$ cat src/verilog/qvs_consts.svh
// Constant definitions for the four-channel serial volume control logic.
`ifndef QVS_CONSTS_SVH
`define QVS_CONSTS_SVH

// ****************************************************************
// Clock and timing
// ****************************************************************
`define QVS_CLK_PERIOD_NS 25
`define QVS_POR_TIME_MS 100
`define QVS_ZC_TIMEOUT_MS 16
`define QVS_POR_CYCLES ((`QVS_POR_TIME_MS * 1000000) / `QVS_CLK_PERIOD_NS)
`define QVS_ZC_TIMEOUT_CYCLES ((`QVS_ZC_TIMEOUT_MS * 1000000) / `QVS_CLK_PERIOD_NS)
`define QVS_POR_CNT_W 23
`define QVS_ZC_CNT_W 20

// ****************************************************************
// Serial word layout and reset values
// ****************************************************************
`define QVS_WORD_BITS 32
`define QVS_BIT_CNT_W 6
`define QVS_WORD_FULL 6'h20
`define QVS_CODE_BITS 8
`define QVS_CODE_SOFT_MUTE 8'h00
`define QVS_GAIN_RESET 32'h00000000

`endif

$ cat src/verilog/qvs_pkg.sv
// Types and helper functions shared by the volume control design files.
package qvs_pkg;

  // ****************************************************************
  // Carriers
  // ****************************************************************
  // Gain word as shifted in: channel four occupies the first byte sent.
  typedef struct packed {
    logic [7:0] ch4;
    logic [7:0] ch3;
    logic [7:0] ch2;
    logic [7:0] ch1;
  } gain_word_t;

  // One channel setting: hardware mute request plus gain code.
  typedef struct packed {
    logic hw_mute;
    logic [7:0] code;
  } chan_set_t;

  // Device life cycle, one-hot.
  typedef enum logic [3:0] {
    ST_POR = 4'b0001,
    ST_CAL = 4'b0010,
    ST_RUN = 4'b0100,
    ST_LOW = 4'b1000
  } life_state_t;

  // ****************************************************************
  // Functions
  // ****************************************************************
  // Picks the code of channel idx+1 out of a gain word.
  function automatic logic [7:0] code_of(input gain_word_t w, input logic [1:0] idx);
    logic [31:0] flat;
    flat = w;
    code_of = flat[idx * 8 +: 8];
  endfunction

  // A zero code selects the grounded-input, unity-gain mute.
  function automatic logic is_soft_mute(input logic [7:0] code);
    is_soft_mute = (code == 8'h00);
  endfunction

endpackage
$ cat src/verilog/quad_volume_serial_ctrl.sv
// Digital control of a four-channel volume controller with a three-wire serial port.
//
// Function
// - After power up hold reset about 100 ms, in hardware mute, all state cleared.
// - When the reset period ends, calibration starts by itself.
// - After the power-up calibration all four gain codes become 00, kept until written.
// - Supply low forces hardware mute; recovery reruns the full power-up sequence.
// - Serial data is taken only while chip select is low.
// - Codes travel most significant bit first, as unsigned binary.
// - Serial input is sampled on each rising serial clock edge.
// - Serial output is high impedance while chip select is high.
// - Serial output changes on the falling serial clock edge.
// - Code zero mutes the channel by grounding its amplifier input.
// - Codes 1 to 255 give 31.5 minus half of (255 minus code) dB.
// - The shift path is 32 bits and feeds the serial output onward.
// - Zero-cross enable low disables crossing wait; high enables it.
// - Enabled, a change waits for a rising crossing or 16 ms.
// - Hardware mute applies on a crossing or 16 ms, whatever the enable.
// - Asserting hardware mute starts a new calibration.
// - Writing zero selects software mute: unity gain, grounded input.
// - Hardware mute input is active low.
`include "qvs_consts.svh"

module quad_volume_serial_ctrl import qvs_pkg::*; #(
  parameter int POR_CYCLES = `QVS_POR_CYCLES,
  parameter int ZC_TIMEOUT_CYCLES = `QVS_ZC_TIMEOUT_CYCLES
) (
  // Clock and reset
  input wire logic CORE_CLK_I,
  input wire logic RESET_I,
  // Serial control port
  input wire logic SCLK_I,
  input wire logic CS_N_I,
  input wire logic SERIAL_DIN_I,
  output logic SERIAL_DOUT_O,
  output logic SERIAL_DOUT_OE_O,
  // Control pins
  input wire logic MUTE_N_I,
  input wire logic ZERO_CROSS_ENABLE_I,
  input wire logic SUPPLY_LOW_I,
  // Analog side
  input wire logic [3:0] ZC_ABOVE_I,
  input wire logic CAL_DONE_I,
  output logic CAL_START_O,
  output logic CAL_BUSY_O,
  output logic POR_ACTIVE_O,
  output gain_word_t GAIN_O,
  output logic [3:0] SW_MUTE_O,
  output logic [3:0] HW_MUTE_O
);

  // ****************************************************************
  // Input synchronisers
  // ****************************************************************
  logic sclk_meta_reg, sclk_sync_reg, sclk_last_reg;
  logic cs_meta_reg, cs_sync_reg, cs_last_reg;
  logic din_meta_reg, din_sync_reg;
  logic mute_meta_reg, mute_sync_reg, mute_last_reg;
  logic zce_meta_reg, zce_sync_reg;
  logic low_meta_reg, low_sync_reg;
  logic cal_meta_reg, cal_sync_reg, cal_last_reg;
  logic [3:0] zc_meta_reg, zc_sync_reg, zc_last_reg;

  // Two flip-flops per pin; the third stage only serves edge detection.
  always_ff @(posedge CORE_CLK_I) begin
    if (RESET_I) begin
      sclk_meta_reg <= 1'b0;
      sclk_sync_reg <= 1'b0;
      sclk_last_reg <= 1'b0;
      cs_meta_reg <= 1'b1;
      cs_sync_reg <= 1'b1;
      cs_last_reg <= 1'b1;
      din_meta_reg <= 1'b0;
      din_sync_reg <= 1'b0;
      mute_meta_reg <= 1'b1;
      mute_sync_reg <= 1'b1;
      mute_last_reg <= 1'b1;
      zce_meta_reg <= 1'b0;
      zce_sync_reg <= 1'b0;
      low_meta_reg <= 1'b0;
      low_sync_reg <= 1'b0;
      cal_meta_reg <= 1'b0;
      cal_sync_reg <= 1'b0;
      cal_last_reg <= 1'b0;
      zc_meta_reg <= 4'h0;
      zc_sync_reg <= 4'h0;
      zc_last_reg <= 4'h0;
    end else begin
      sclk_meta_reg <= SCLK_I;
      sclk_sync_reg <= sclk_meta_reg;
      sclk_last_reg <= sclk_sync_reg;
      cs_meta_reg <= CS_N_I;
      cs_sync_reg <= cs_meta_reg;
      cs_last_reg <= cs_sync_reg;
      din_meta_reg <= SERIAL_DIN_I;
      din_sync_reg <= din_meta_reg;
      mute_meta_reg <= MUTE_N_I;
      mute_sync_reg <= mute_meta_reg;
      mute_last_reg <= mute_sync_reg;
      zce_meta_reg <= ZERO_CROSS_ENABLE_I;
      zce_sync_reg <= zce_meta_reg;
      low_meta_reg <= SUPPLY_LOW_I;
      low_sync_reg <= low_meta_reg;
      cal_meta_reg <= CAL_DONE_I;
      cal_sync_reg <= cal_meta_reg;
      cal_last_reg <= cal_sync_reg;
      zc_meta_reg <= ZC_ABOVE_I;
      zc_sync_reg <= zc_meta_reg;
      zc_last_reg <= zc_sync_reg;
    end
  end

  // Edge events seen on the core clock.
  logic sclk_rise, sclk_fall, cs_low, cs_rise, mute_fall, cal_done_rise;
  logic [3:0] zc_pos;
  assign sclk_rise = sclk_sync_reg & ~sclk_last_reg;
  assign sclk_fall = ~sclk_sync_reg & sclk_last_reg;
  assign cs_low = ~cs_sync_reg;
  assign cs_rise = cs_sync_reg & ~cs_last_reg;
  assign mute_fall = ~mute_sync_reg & mute_last_reg;
  assign cal_done_rise = cal_sync_reg & ~cal_last_reg;
  assign zc_pos = zc_sync_reg & ~zc_last_reg;

  // ****************************************************************
  // Life cycle: power-up reset, calibration, run, supply low
  // ****************************************************************
  life_state_t state_reg, state_next;
  logic [`QVS_POR_CNT_W-1:0] por_cnt_reg, por_cnt_next;
  logic cal_busy_reg, cal_busy_next;
  logic cal_start_reg, cal_start_next;
  logic cal_finish;

  assign cal_finish = (state_reg == ST_CAL) && cal_done_rise && !low_sync_reg;

  // Sequencing; a low supply overrides every other state.
  always_comb begin
    state_next = state_reg;
    por_cnt_next = por_cnt_reg;
    cal_busy_next = cal_busy_reg;
    cal_start_next = 1'b0;
    case (state_reg)
      ST_POR: begin
        cal_busy_next = 1'b0;
        if (por_cnt_reg == `QVS_POR_CNT_W'(POR_CYCLES - 1)) begin
          state_next = ST_CAL;
          por_cnt_next = '0;
          cal_start_next = 1'b1;
          cal_busy_next = 1'b1;
        end else begin
          por_cnt_next = por_cnt_reg + `QVS_POR_CNT_W'(1);
        end
      end
      ST_CAL: begin
        if (cal_done_rise) begin
          state_next = ST_RUN;
          cal_busy_next = 1'b0;
        end
      end
      ST_RUN: begin
        if (cal_busy_reg && cal_done_rise) begin
          cal_busy_next = 1'b0;
        end else if (!cal_busy_reg && mute_fall) begin
          cal_start_next = 1'b1;
          cal_busy_next = 1'b1;
        end
      end
      ST_LOW: begin
        cal_busy_next = 1'b0;
        if (!low_sync_reg) begin
          state_next = ST_POR;
          por_cnt_next = '0;
        end
      end
      default: begin
        state_next = ST_POR;
        por_cnt_next = '0;
        cal_busy_next = 1'b0;
      end
    endcase
    if (low_sync_reg) begin
      state_next = ST_LOW;
      cal_start_next = 1'b0;
      cal_busy_next = 1'b0;
    end
  end

  // Registers only.
  always_ff @(posedge CORE_CLK_I) begin
    if (RESET_I) begin
      state_reg <= ST_POR;
      por_cnt_reg <= '0;
      cal_busy_reg <= 1'b0;
      cal_start_reg <= 1'b0;
    end else begin
      state_reg <= state_next;
      por_cnt_reg <= por_cnt_next;
      cal_busy_reg <= cal_busy_next;
      cal_start_reg <= cal_start_next;
    end
  end

  // ****************************************************************
  // Serial shift path and gain word
  // ****************************************************************
  logic [`QVS_WORD_BITS-1:0] shift_reg, shift_next;
  logic [`QVS_BIT_CNT_W-1:0] bit_cnt_reg, bit_cnt_next;
  logic dout_reg, dout_next;
  gain_word_t target_reg, target_next;

  // Shift on rising clock, present on falling, commit a whole word on deselect.
  always_comb begin
    shift_next = shift_reg;
    bit_cnt_next = bit_cnt_reg;
    dout_next = dout_reg;
    target_next = target_reg;
    if (state_reg == ST_POR) begin
      shift_next = '0;
      bit_cnt_next = '0;
      dout_next = 1'b0;
      target_next = `QVS_GAIN_RESET;
    end else begin
      if (cs_low) begin
        if (sclk_rise) begin
          shift_next = {shift_reg[`QVS_WORD_BITS-2:0], din_sync_reg};
          if (bit_cnt_reg != `QVS_WORD_FULL) begin
            bit_cnt_next = bit_cnt_reg + `QVS_BIT_CNT_W'(1);
          end
        end
        if (sclk_fall) begin
          dout_next = shift_reg[`QVS_WORD_BITS-1];
        end
      end else begin
        bit_cnt_next = '0;
        if (cs_rise && bit_cnt_reg == `QVS_WORD_FULL && state_reg == ST_RUN) begin
          target_next = gain_word_t'(shift_reg);
        end
      end
      if (cal_finish) begin
        target_next = `QVS_GAIN_RESET;
      end
    end
  end

  // Registers only.
  always_ff @(posedge CORE_CLK_I) begin
    if (RESET_I) begin
      shift_reg <= '0;
      bit_cnt_reg <= '0;
      dout_reg <= 1'b0;
      target_reg <= `QVS_GAIN_RESET;
    end else begin
      shift_reg <= shift_next;
      bit_cnt_reg <= bit_cnt_next;
      dout_reg <= dout_next;
      target_reg <= target_next;
    end
  end

  // ****************************************************************
  // Channel gates
  // ****************************************************************
  chan_set_t active [4];
  logic hold_mute;
  // Outside the run state the mute and codes take effect at once.
  assign hold_mute = (state_reg != ST_RUN);

  for (genvar ch = 0; ch < 4; ch++) begin : g_chan
    chan_set_t want;
    assign want.hw_mute = hold_mute | ~mute_sync_reg;
    assign want.code = code_of(target_reg, 2'(ch));
    qvs_chan_gate #(
      .TIMEOUT_CYCLES(ZC_TIMEOUT_CYCLES)
    ) u_gate (
      .clk_i(CORE_CLK_I),
      .rst_i(RESET_I),
      .want_i(want),
      .zc_en_i(zce_sync_reg),
      .zc_pulse_i(zc_pos[ch]),
      .bypass_i(hold_mute),
      .active_o(active[ch]),
      .sw_mute_o(SW_MUTE_O[ch]),
      .pending_o()
    );
    assign HW_MUTE_O[ch] = active[ch].hw_mute;
  end

  // Active codes select the resistor taps directly, half-dB steps.
  assign GAIN_O = '{ch4: active[3].code, ch3: active[2].code, ch2: active[1].code, ch1: active[0].code};

  // Port outputs.
  assign SERIAL_DOUT_O = dout_reg;
  assign SERIAL_DOUT_OE_O = cs_low;
  assign CAL_START_O = cal_start_reg;
  assign CAL_BUSY_O = cal_busy_reg;
  assign POR_ACTIVE_O = (state_reg == ST_POR);

  // ****************************************************************
  // Checks
  // ****************************************************************
  property p_por_muted;
    @(posedge CORE_CLK_I) disable iff (RESET_I)
      ($past(state_reg) == ST_POR && state_reg == ST_POR) |-> (HW_MUTE_O == 4'hf && target_reg == '0);
  endproperty
  a_por_muted: assert property (p_por_muted) else $error("Not muted or cleared during power-up.");

  property p_por_to_cal;
    @(posedge CORE_CLK_I) disable iff (RESET_I)
      (state_reg == ST_POR && por_cnt_reg == `QVS_POR_CNT_W'(POR_CYCLES - 1) && !low_sync_reg)
        |=> (state_reg == ST_CAL && CAL_START_O && CAL_BUSY_O);
  endproperty
  a_por_to_cal: assert property (p_por_to_cal) else $error("Calibration did not follow power-up.");

  property p_cal_zero;
    @(posedge CORE_CLK_I) disable iff (RESET_I)
      cal_finish |=> (target_reg == '0 && state_reg == ST_RUN);
  endproperty
  a_cal_zero: assert property (p_cal_zero) else $error("Codes not zero after calibration.");

  property p_low_supply;
    @(posedge CORE_CLK_I) disable iff (RESET_I)
      low_sync_reg |=> (state_reg == ST_LOW) ##1 (HW_MUTE_O == 4'hf);
  endproperty
  a_low_supply: assert property (p_low_supply) else $error("Low supply did not mute.");

  property p_cs_ignore;
    @(posedge CORE_CLK_I) disable iff (RESET_I)
      (cs_sync_reg && state_reg != ST_POR) |=> (shift_reg == $past(shift_reg));
  endproperty
  a_cs_ignore: assert property (p_cs_ignore) else $error("Shift moved while deselected.");

  property p_sample_rise;
    @(posedge CORE_CLK_I) disable iff (RESET_I)
      (cs_low && sclk_rise && state_reg != ST_POR)
        |=> (shift_reg == {$past(shift_reg[30:0]), $past(din_sync_reg)});
  endproperty
  a_sample_rise: assert property (p_sample_rise) else $error("Input bit not shifted in.");

  property p_oe_off;
    @(posedge CORE_CLK_I) disable iff (RESET_I)
      CS_N_I [*3] |-> !SERIAL_DOUT_OE_O;
  endproperty
  a_oe_off: assert property (p_oe_off) else $error("Output driven while deselected.");

  property p_dout_fall;
    @(posedge CORE_CLK_I) disable iff (RESET_I)
      (cs_low && sclk_fall && state_reg != ST_POR) |=> (SERIAL_DOUT_O == $past(shift_reg[31]));
  endproperty
  a_dout_fall: assert property (p_dout_fall) else $error("Output bit not moved on falling edge.");

  property p_commit;
    @(posedge CORE_CLK_I) disable iff (RESET_I)
      (cs_rise && bit_cnt_reg == `QVS_WORD_FULL && state_reg == ST_RUN && !low_sync_reg)
        |=> (target_reg == $past(shift_reg));
  endproperty
  a_commit: assert property (p_commit) else $error("Full word not committed on deselect.");

  property p_partial;
    @(posedge CORE_CLK_I) disable iff (RESET_I)
      (state_reg == ST_RUN && !(cs_rise && bit_cnt_reg == `QVS_WORD_FULL) && !low_sync_reg)
        |=> (target_reg == $past(target_reg));
  endproperty
  a_partial: assert property (p_partial) else $error("Gains altered by a partial shift.");

  property p_mute_cal;
    @(posedge CORE_CLK_I) disable iff (RESET_I)
      (state_reg == ST_RUN && mute_fall && !cal_busy_reg && !low_sync_reg) |=> (CAL_START_O ##1 !CAL_START_O);
  endproperty
  a_mute_cal: assert property (p_mute_cal) else $error("Hardware mute did not start calibration.");

endmodule

$ cat src/verilog/qvs_chan_gate.sv
// Per-channel gate that applies a new setting on a rising zero crossing or timeout.
`include "qvs_consts.svh"

module qvs_chan_gate import qvs_pkg::*; #(
  parameter int TIMEOUT_CYCLES = `QVS_ZC_TIMEOUT_CYCLES
) (
  // Clock and reset
  input wire logic clk_i,
  input wire logic rst_i,
  // Requested setting and conditions
  input wire chan_set_t want_i,
  input wire logic zc_en_i,
  input wire logic zc_pulse_i,
  input wire logic bypass_i,
  // Setting in effect
  output chan_set_t active_o,
  output logic sw_mute_o,
  output logic pending_o
);

  // ****************************************************************
  // Gate state
  // ****************************************************************
  chan_set_t active_reg;
  chan_set_t active_next;
  logic [`QVS_ZC_CNT_W-1:0] timer_reg;
  logic [`QVS_ZC_CNT_W-1:0] timer_next;
  logic changed;
  logic zc_use;
  logic timed_out;

  // Unless bypassed, a hardware mute change waits for a crossing or the timeout, whatever the enable pin says.
  assign changed = (want_i != active_reg);
  assign zc_use = zc_en_i | (want_i.hw_mute != active_reg.hw_mute);
  assign timed_out = (timer_reg == `QVS_ZC_CNT_W'(TIMEOUT_CYCLES - 1));

  // Next setting and timeout count.
  always_comb begin
    active_next = active_reg;
    timer_next = timer_reg;
    if (bypass_i) begin
      active_next = want_i;
      timer_next = '0;
    end else if (!changed) begin
      timer_next = '0;
    end else if (!zc_use || zc_pulse_i || timed_out) begin
      active_next = want_i;
      timer_next = '0;
    end else begin
      timer_next = timer_reg + `QVS_ZC_CNT_W'(1);
    end
  end

  // Registers only.
  always_ff @(posedge clk_i) begin
    if (rst_i) begin
      active_reg <= '{hw_mute: 1'b1, code: `QVS_CODE_SOFT_MUTE};
      timer_reg <= '0;
    end else begin
      active_reg <= active_next;
      timer_reg <= timer_next;
    end
  end

  assign active_o = active_reg;
  assign sw_mute_o = is_soft_mute(active_reg.code);
  assign pending_o = changed;

  // ****************************************************************
  // Checks
  // ****************************************************************
  property p_zc_off_direct;
    @(posedge clk_i) disable iff (rst_i)
      (!bypass_i && changed && !zc_en_i && want_i.hw_mute == active_reg.hw_mute) |=> active_o == $past(want_i);
  endproperty
  a_zc_off_direct: assert property (p_zc_off_direct) else $error("Gain change delayed with crossing off.");

  property p_zc_hold;
    @(posedge clk_i) disable iff (rst_i)
      (!bypass_i && changed && zc_use && !zc_pulse_i && !timed_out) |=> active_o == $past(active_o);
  endproperty
  a_zc_hold: assert property (p_zc_hold) else $error("Gain changed before crossing or timeout.");

  property p_timeout_apply;
    @(posedge clk_i) disable iff (rst_i)
      (!bypass_i && changed && timed_out) |=> active_o == $past(want_i);
  endproperty
  a_timeout_apply: assert property (p_timeout_apply) else $error("Timeout did not apply the setting.");

  property p_mute_on_cross;
    @(posedge clk_i) disable iff (rst_i)
      (!bypass_i && want_i.hw_mute && !active_reg.hw_mute && zc_pulse_i) |=> active_o.hw_mute;
  endproperty
  a_mute_on_cross: assert property (p_mute_on_cross) else $error("Hardware mute missed a crossing.");

endmodule

$ cat config.mk
export PLATFORM = sky130hd
export DESIGN_NAME = quad_volume_serial_ctrl
export DESIGN_NICKNAME = d
export VERILOG_FILES = /design/src/verilog/qvs_pkg.sv /design/src/verilog/quad_volume_serial_ctrl.sv /design/src/verilog/qvs_chan_gate.sv
export VERILOG_INCLUDE_DIRS = /design/src /design/src/verilog
export SDC_FILE = /design/constraint.sdc
export NUM_CORES = 1
export LEC_CHECK = 0
export BUFFER_PORTS_ARGS = -buffer_cell sky130_fd_sc_hd__buf_2
export CAP_MARGIN = 20
export CORE_ASPECT_RATIO = 0.5
export CORE_MARGIN = 2
export CORE_UTILIZATION = 29
export CTS_CLUSTER_DIAMETER = 100
export DETAILED_ROUTE_END_ITERATION = 10
export GPL_TIMING_DRIVEN = 0
export PLACE_DENSITY_LB_ADDON = 0.12
export SLEW_MARGIN = 20
export SYNTH_ARGS = -nofsm -noshare
export SYNTH_HDL_FRONTEND = slang
export SYNTH_SLANG_ARGS = --single-unit
$ cat constraint.sdc
create_clock -name CORE_CLK_I -period 2.2 [get_ports CORE_CLK_I]
set_input_delay 0.66 -clock CORE_CLK_I [delete_from_list [all_inputs] [get_ports CORE_CLK_I]]
set_output_delay 0.66 -clock CORE_CLK_I [all_outputs]
set_load 0.05 [all_outputs]
==> impl_metrics.env <==
export IMPL_fin_crit_sh_pct=109
export IMPL_synthTopCellsByArea="dfxtp_1 49%, xor2_1 7.9%, nand2_1 6.9%, nor2_1 6.4%, a21oi_1 3.9%"
export IMPL_hold_path_class="in2reg"
export IMPL_syn_area_sq_um=10100
export IMPL_routed_via_density=4.50
export IMPL_setup_violations=26
export IMPL_p_leak_nw=4.66
export IMPL_finish_instance_area_sq_um=12700
export IMPL_largest_reg_flops=80
export IMPL_critPathSlowestCell="or4_1"
export IMPL_antenna_cells=0
export IMPL_htree_levels=1
export IMPL_cts_sinks=246
export IMPL_die_area_sq_um=36300
export IMPL_seqPwrFrac_pct=50.2
export IMPL_place_gp_congestion=0.753
export IMPL_portBuffers=57
export IMPL_synthFlopType="dfxtp_1"
export IMPL_p_comb_share_pct=1.8
export IMPL_rsz0062_at_grt="yes"
export IMPL_yosysMostFrequentCell="dfxtp_1"
export IMPL_fill_cells=3567
export IMPL_root_buffer="clkbuf_16"
export IMPL_start_util_pct=29.3
export IMPL_synth_cells=1148
export IMPL_preCtsSetupSlack_ps=-577
export IMPL_first_global_vias=7638
export IMPL_grt_overflow=0
export IMPL_cts_buffers_inserted=25
export IMPL_totalWireLength_mm=24.9
export IMPL_synth_top_cell_area_share_pct=48.9
export IMPL_fp_dieW_um=268
export IMPL_num_io_pins=58
export IMPL_drt_iter0_markers=308
export IMPL_p_switching_mw=1.89
export IMPL_hold_violations=0
export IMPL_cts_tree="yes"
export IMPL_maxCapViolations=0
export IMPL_fin_nets=1287
export IMPL_end_kind="output port"
export IMPL_wire_per_inst_um=14.2
export IMPL_syn_num_nets=1168
export IMPL_irDropWorstVdd_mv=0.462
export IMPL_cts_path_max_buffers=3
export IMPL_ys_seq_area_share_pct=48.9
export IMPL_synth_common_cells="246 x dfxtp_1, 184 x nand2_1, 173 x nor2_1"
export IMPL_power_density_nw_per_um2=704
export IMPL_crit_arrival_ps=1740
export IMPL_violations="negative setup slack"
export IMPL_ant_nets=0
export IMPL_instances_no_fill=1754
export IMPL_path_clk_slew_ps=70
export IMPL_ys_types=51
export IMPL_dp_cells=1680
export IMPL_fin_skew_ps=11.6
export IMPL_fin_ws_ps=-203
export IMPL_coreArea_sq_um=34400
export IMPL_yosysWarnings=0
export IMPL_cp_slowest_stage_delay_ps=520
export IMPL_crit_required_ps=1540
export IMPL_synth_largest_area_cell="dfxtp_1"
export IMPL_drc=0
export IMPL_synthArstFlopShare_pct=0
export IMPL_multiInputGateArea_sq_um=5300
export IMPL_worstPathCellList="or4_1 -> nor2_1 -> buf_4 -> buf_8"
export IMPL_fin_util_pct=37.0
export IMPL_synth_seq_cells=246
export IMPL_place_area_sq_um=11000
export IMPL_regArea_sq_um=4970
export IMPL_drv_slew=0
export IMPL_grt_use_total_pct=13.7
export IMPL_rows=48
export IMPL_start_kind="flip-flop"
export IMPL_intPower_mw=7.05
export IMPL_synth_edf_count=0
export IMPL_worst_setup_path_type="reg2out"
export IMPL_vias=7901
export IMPL_max_slew_margin_rel_pct=49.0
export IMPL_hold_buffers=0
export IMPL_grt_max_degree=15
export IMPL_fmax_mhz=416
export IMPL_pwr_share_clk_pct=48.0
export IMPL_hpwlAfterDp_mm=17.3
export IMPL_grt_first_pass_wirelength_mm=39.8
export IMPL_clkLatencyLatePin_ps=530
export IMPL_status="complete, but fails checks"
export IMPL_period_minus_slack_ps=2400
export IMPL_die_y_um=136
export IMPL_switching_share_pct=21.2
export IMPL_drtPass1Iterations=4
export IMPL_antenna_found_initial=0
export IMPL_syn_avg_cell_area_sq_um=8.77
export IMPL_worstPathMaxFanout=2
export IMPL_syn_to_final_growth_pct=26.3
export IMPL_tightest_slew_ps=765
export IMPL_layout_drive_gt1_share_pct=19.6
area by class of cell:
type / count / area share (%)
sequential: 246 / 39.1
clock buffer: 32 / 5.36
inverter: 19 / 0.561
timing repair buffer: 97 / 5.62
tap: 475 / 4.67
buffer: 46 / 2.14
multi-input combinational: 832 / 41.6
clock inverter: 7 / 0.925
layout by cell type (no fill, tap or decap), types with 4 or more instances in the layout:
cell type / count
nand2_1: 182
clkbuf_1: 31
nor2_4: 18
o21ai_0: 4
nor4_1: 9
nor2b_1: 30
dfxtp_4: 5
nand4_1: 22
buf_8: 6
dfxtp_1: 220
or2_2: 7
and2_1: 10
clkbuf_16: 27
buf_2: 54
inv_1: 19
dfxtp_2: 21
nor3_1: 9
or4_4: 8
nand3_1: 37
and4_1: 7
buf_4: 36
buf_6: 10
o21ai_4: 4
nor4b_1: 4
a21oi_1: 77
mux2i_1: 35
or3_4: 4
xnor2_1: 41
and3_1: 15
ha_1: 5
nor2_1: 152
xor2_1: 91
cells by family after synthesis:
family	count (synthesis)	share of synthesized area, %
and+or+nand+nor	548	25.5
DFF	246	48.9
muxes	35	3.48
AOI/OAI and AO/OA	108	6.61
xor gates and xnor gates	134	11.7
adders and majority gates	7	0.870
buffers and inverters	70	2.99
metal layers:
metal | part of all wire, % | GRT usage [%] | vias to the layer above
li1 | - | - | 4040
met5 | 0 | 0 | -
met2 | 48 | 23.3 | 78
met3 | 2.8 | 2.49 | 34
met4 | 2.1 | 3.54 | 0
met1 | 47 | 17.8 | 3749
critical path, delay by kind of cell (launching register included):
| family | cells | cell delay, ps |
|---|---|---|
| flip-flops | 1 | 320 |
| buffers and inverters | 2 | 250 |
| AND/OR/NAND/NOR | 2 | 640 |
power by group through the flow:
stage | combinational [mW] | clock, mW | sequential (mW)
after floorplan | 0.0891 | 0 | 4.59
after global routing | 0.182 | 4.63 | 4.49
after global placement | 0.140 | 0 | 4.60
after CTS | 0.159 | 4.46 | 4.49
final | 0.163 | 4.29 | 4.49
after detailed placement | 0.142 | 0 | 4.60
metrics by stage:
step	TNS, ps	hold slack, ps	power [mW]
after global routing	-2890	292	9.31
after floorplan	0	389	4.68
after CTS	-1260	281	9.11
after global placement	-53670	399	4.74
after detailed placement	-57800	398	4.74
final	-839	310	8.95
final timing paths:
path	start	end	slack, ps	depth (start not counted)
worst max-delay path	g_chan[2].u_gate.active_o[3]$_SDFFE_PP0P_	SW_MUTE_O[2]	-200	4
worst min-delay path	CS_N_I	cs_meta_reg$_SDFF_PP1_	310	2
worst max register to register	state_reg[3]$_SDFFE_PP0P_	g_chan[1].u_gate.active_o[1]$_SDFFE_PP0P_	-30	8
worst min register to register	mute_meta_reg$_SDFF_PP1_	mute_sync_reg$_SDFF_PP1_	410	1
what timing repair did:
item,4_1_cts,5_1_grt
setup buffers,23,13
cloned,1,3
pin swaps,13,36
gates resized for setup,103,83
endpoints found under the setup margin,173,173
No activity file was read; power rests on OpenSTA's default activity.
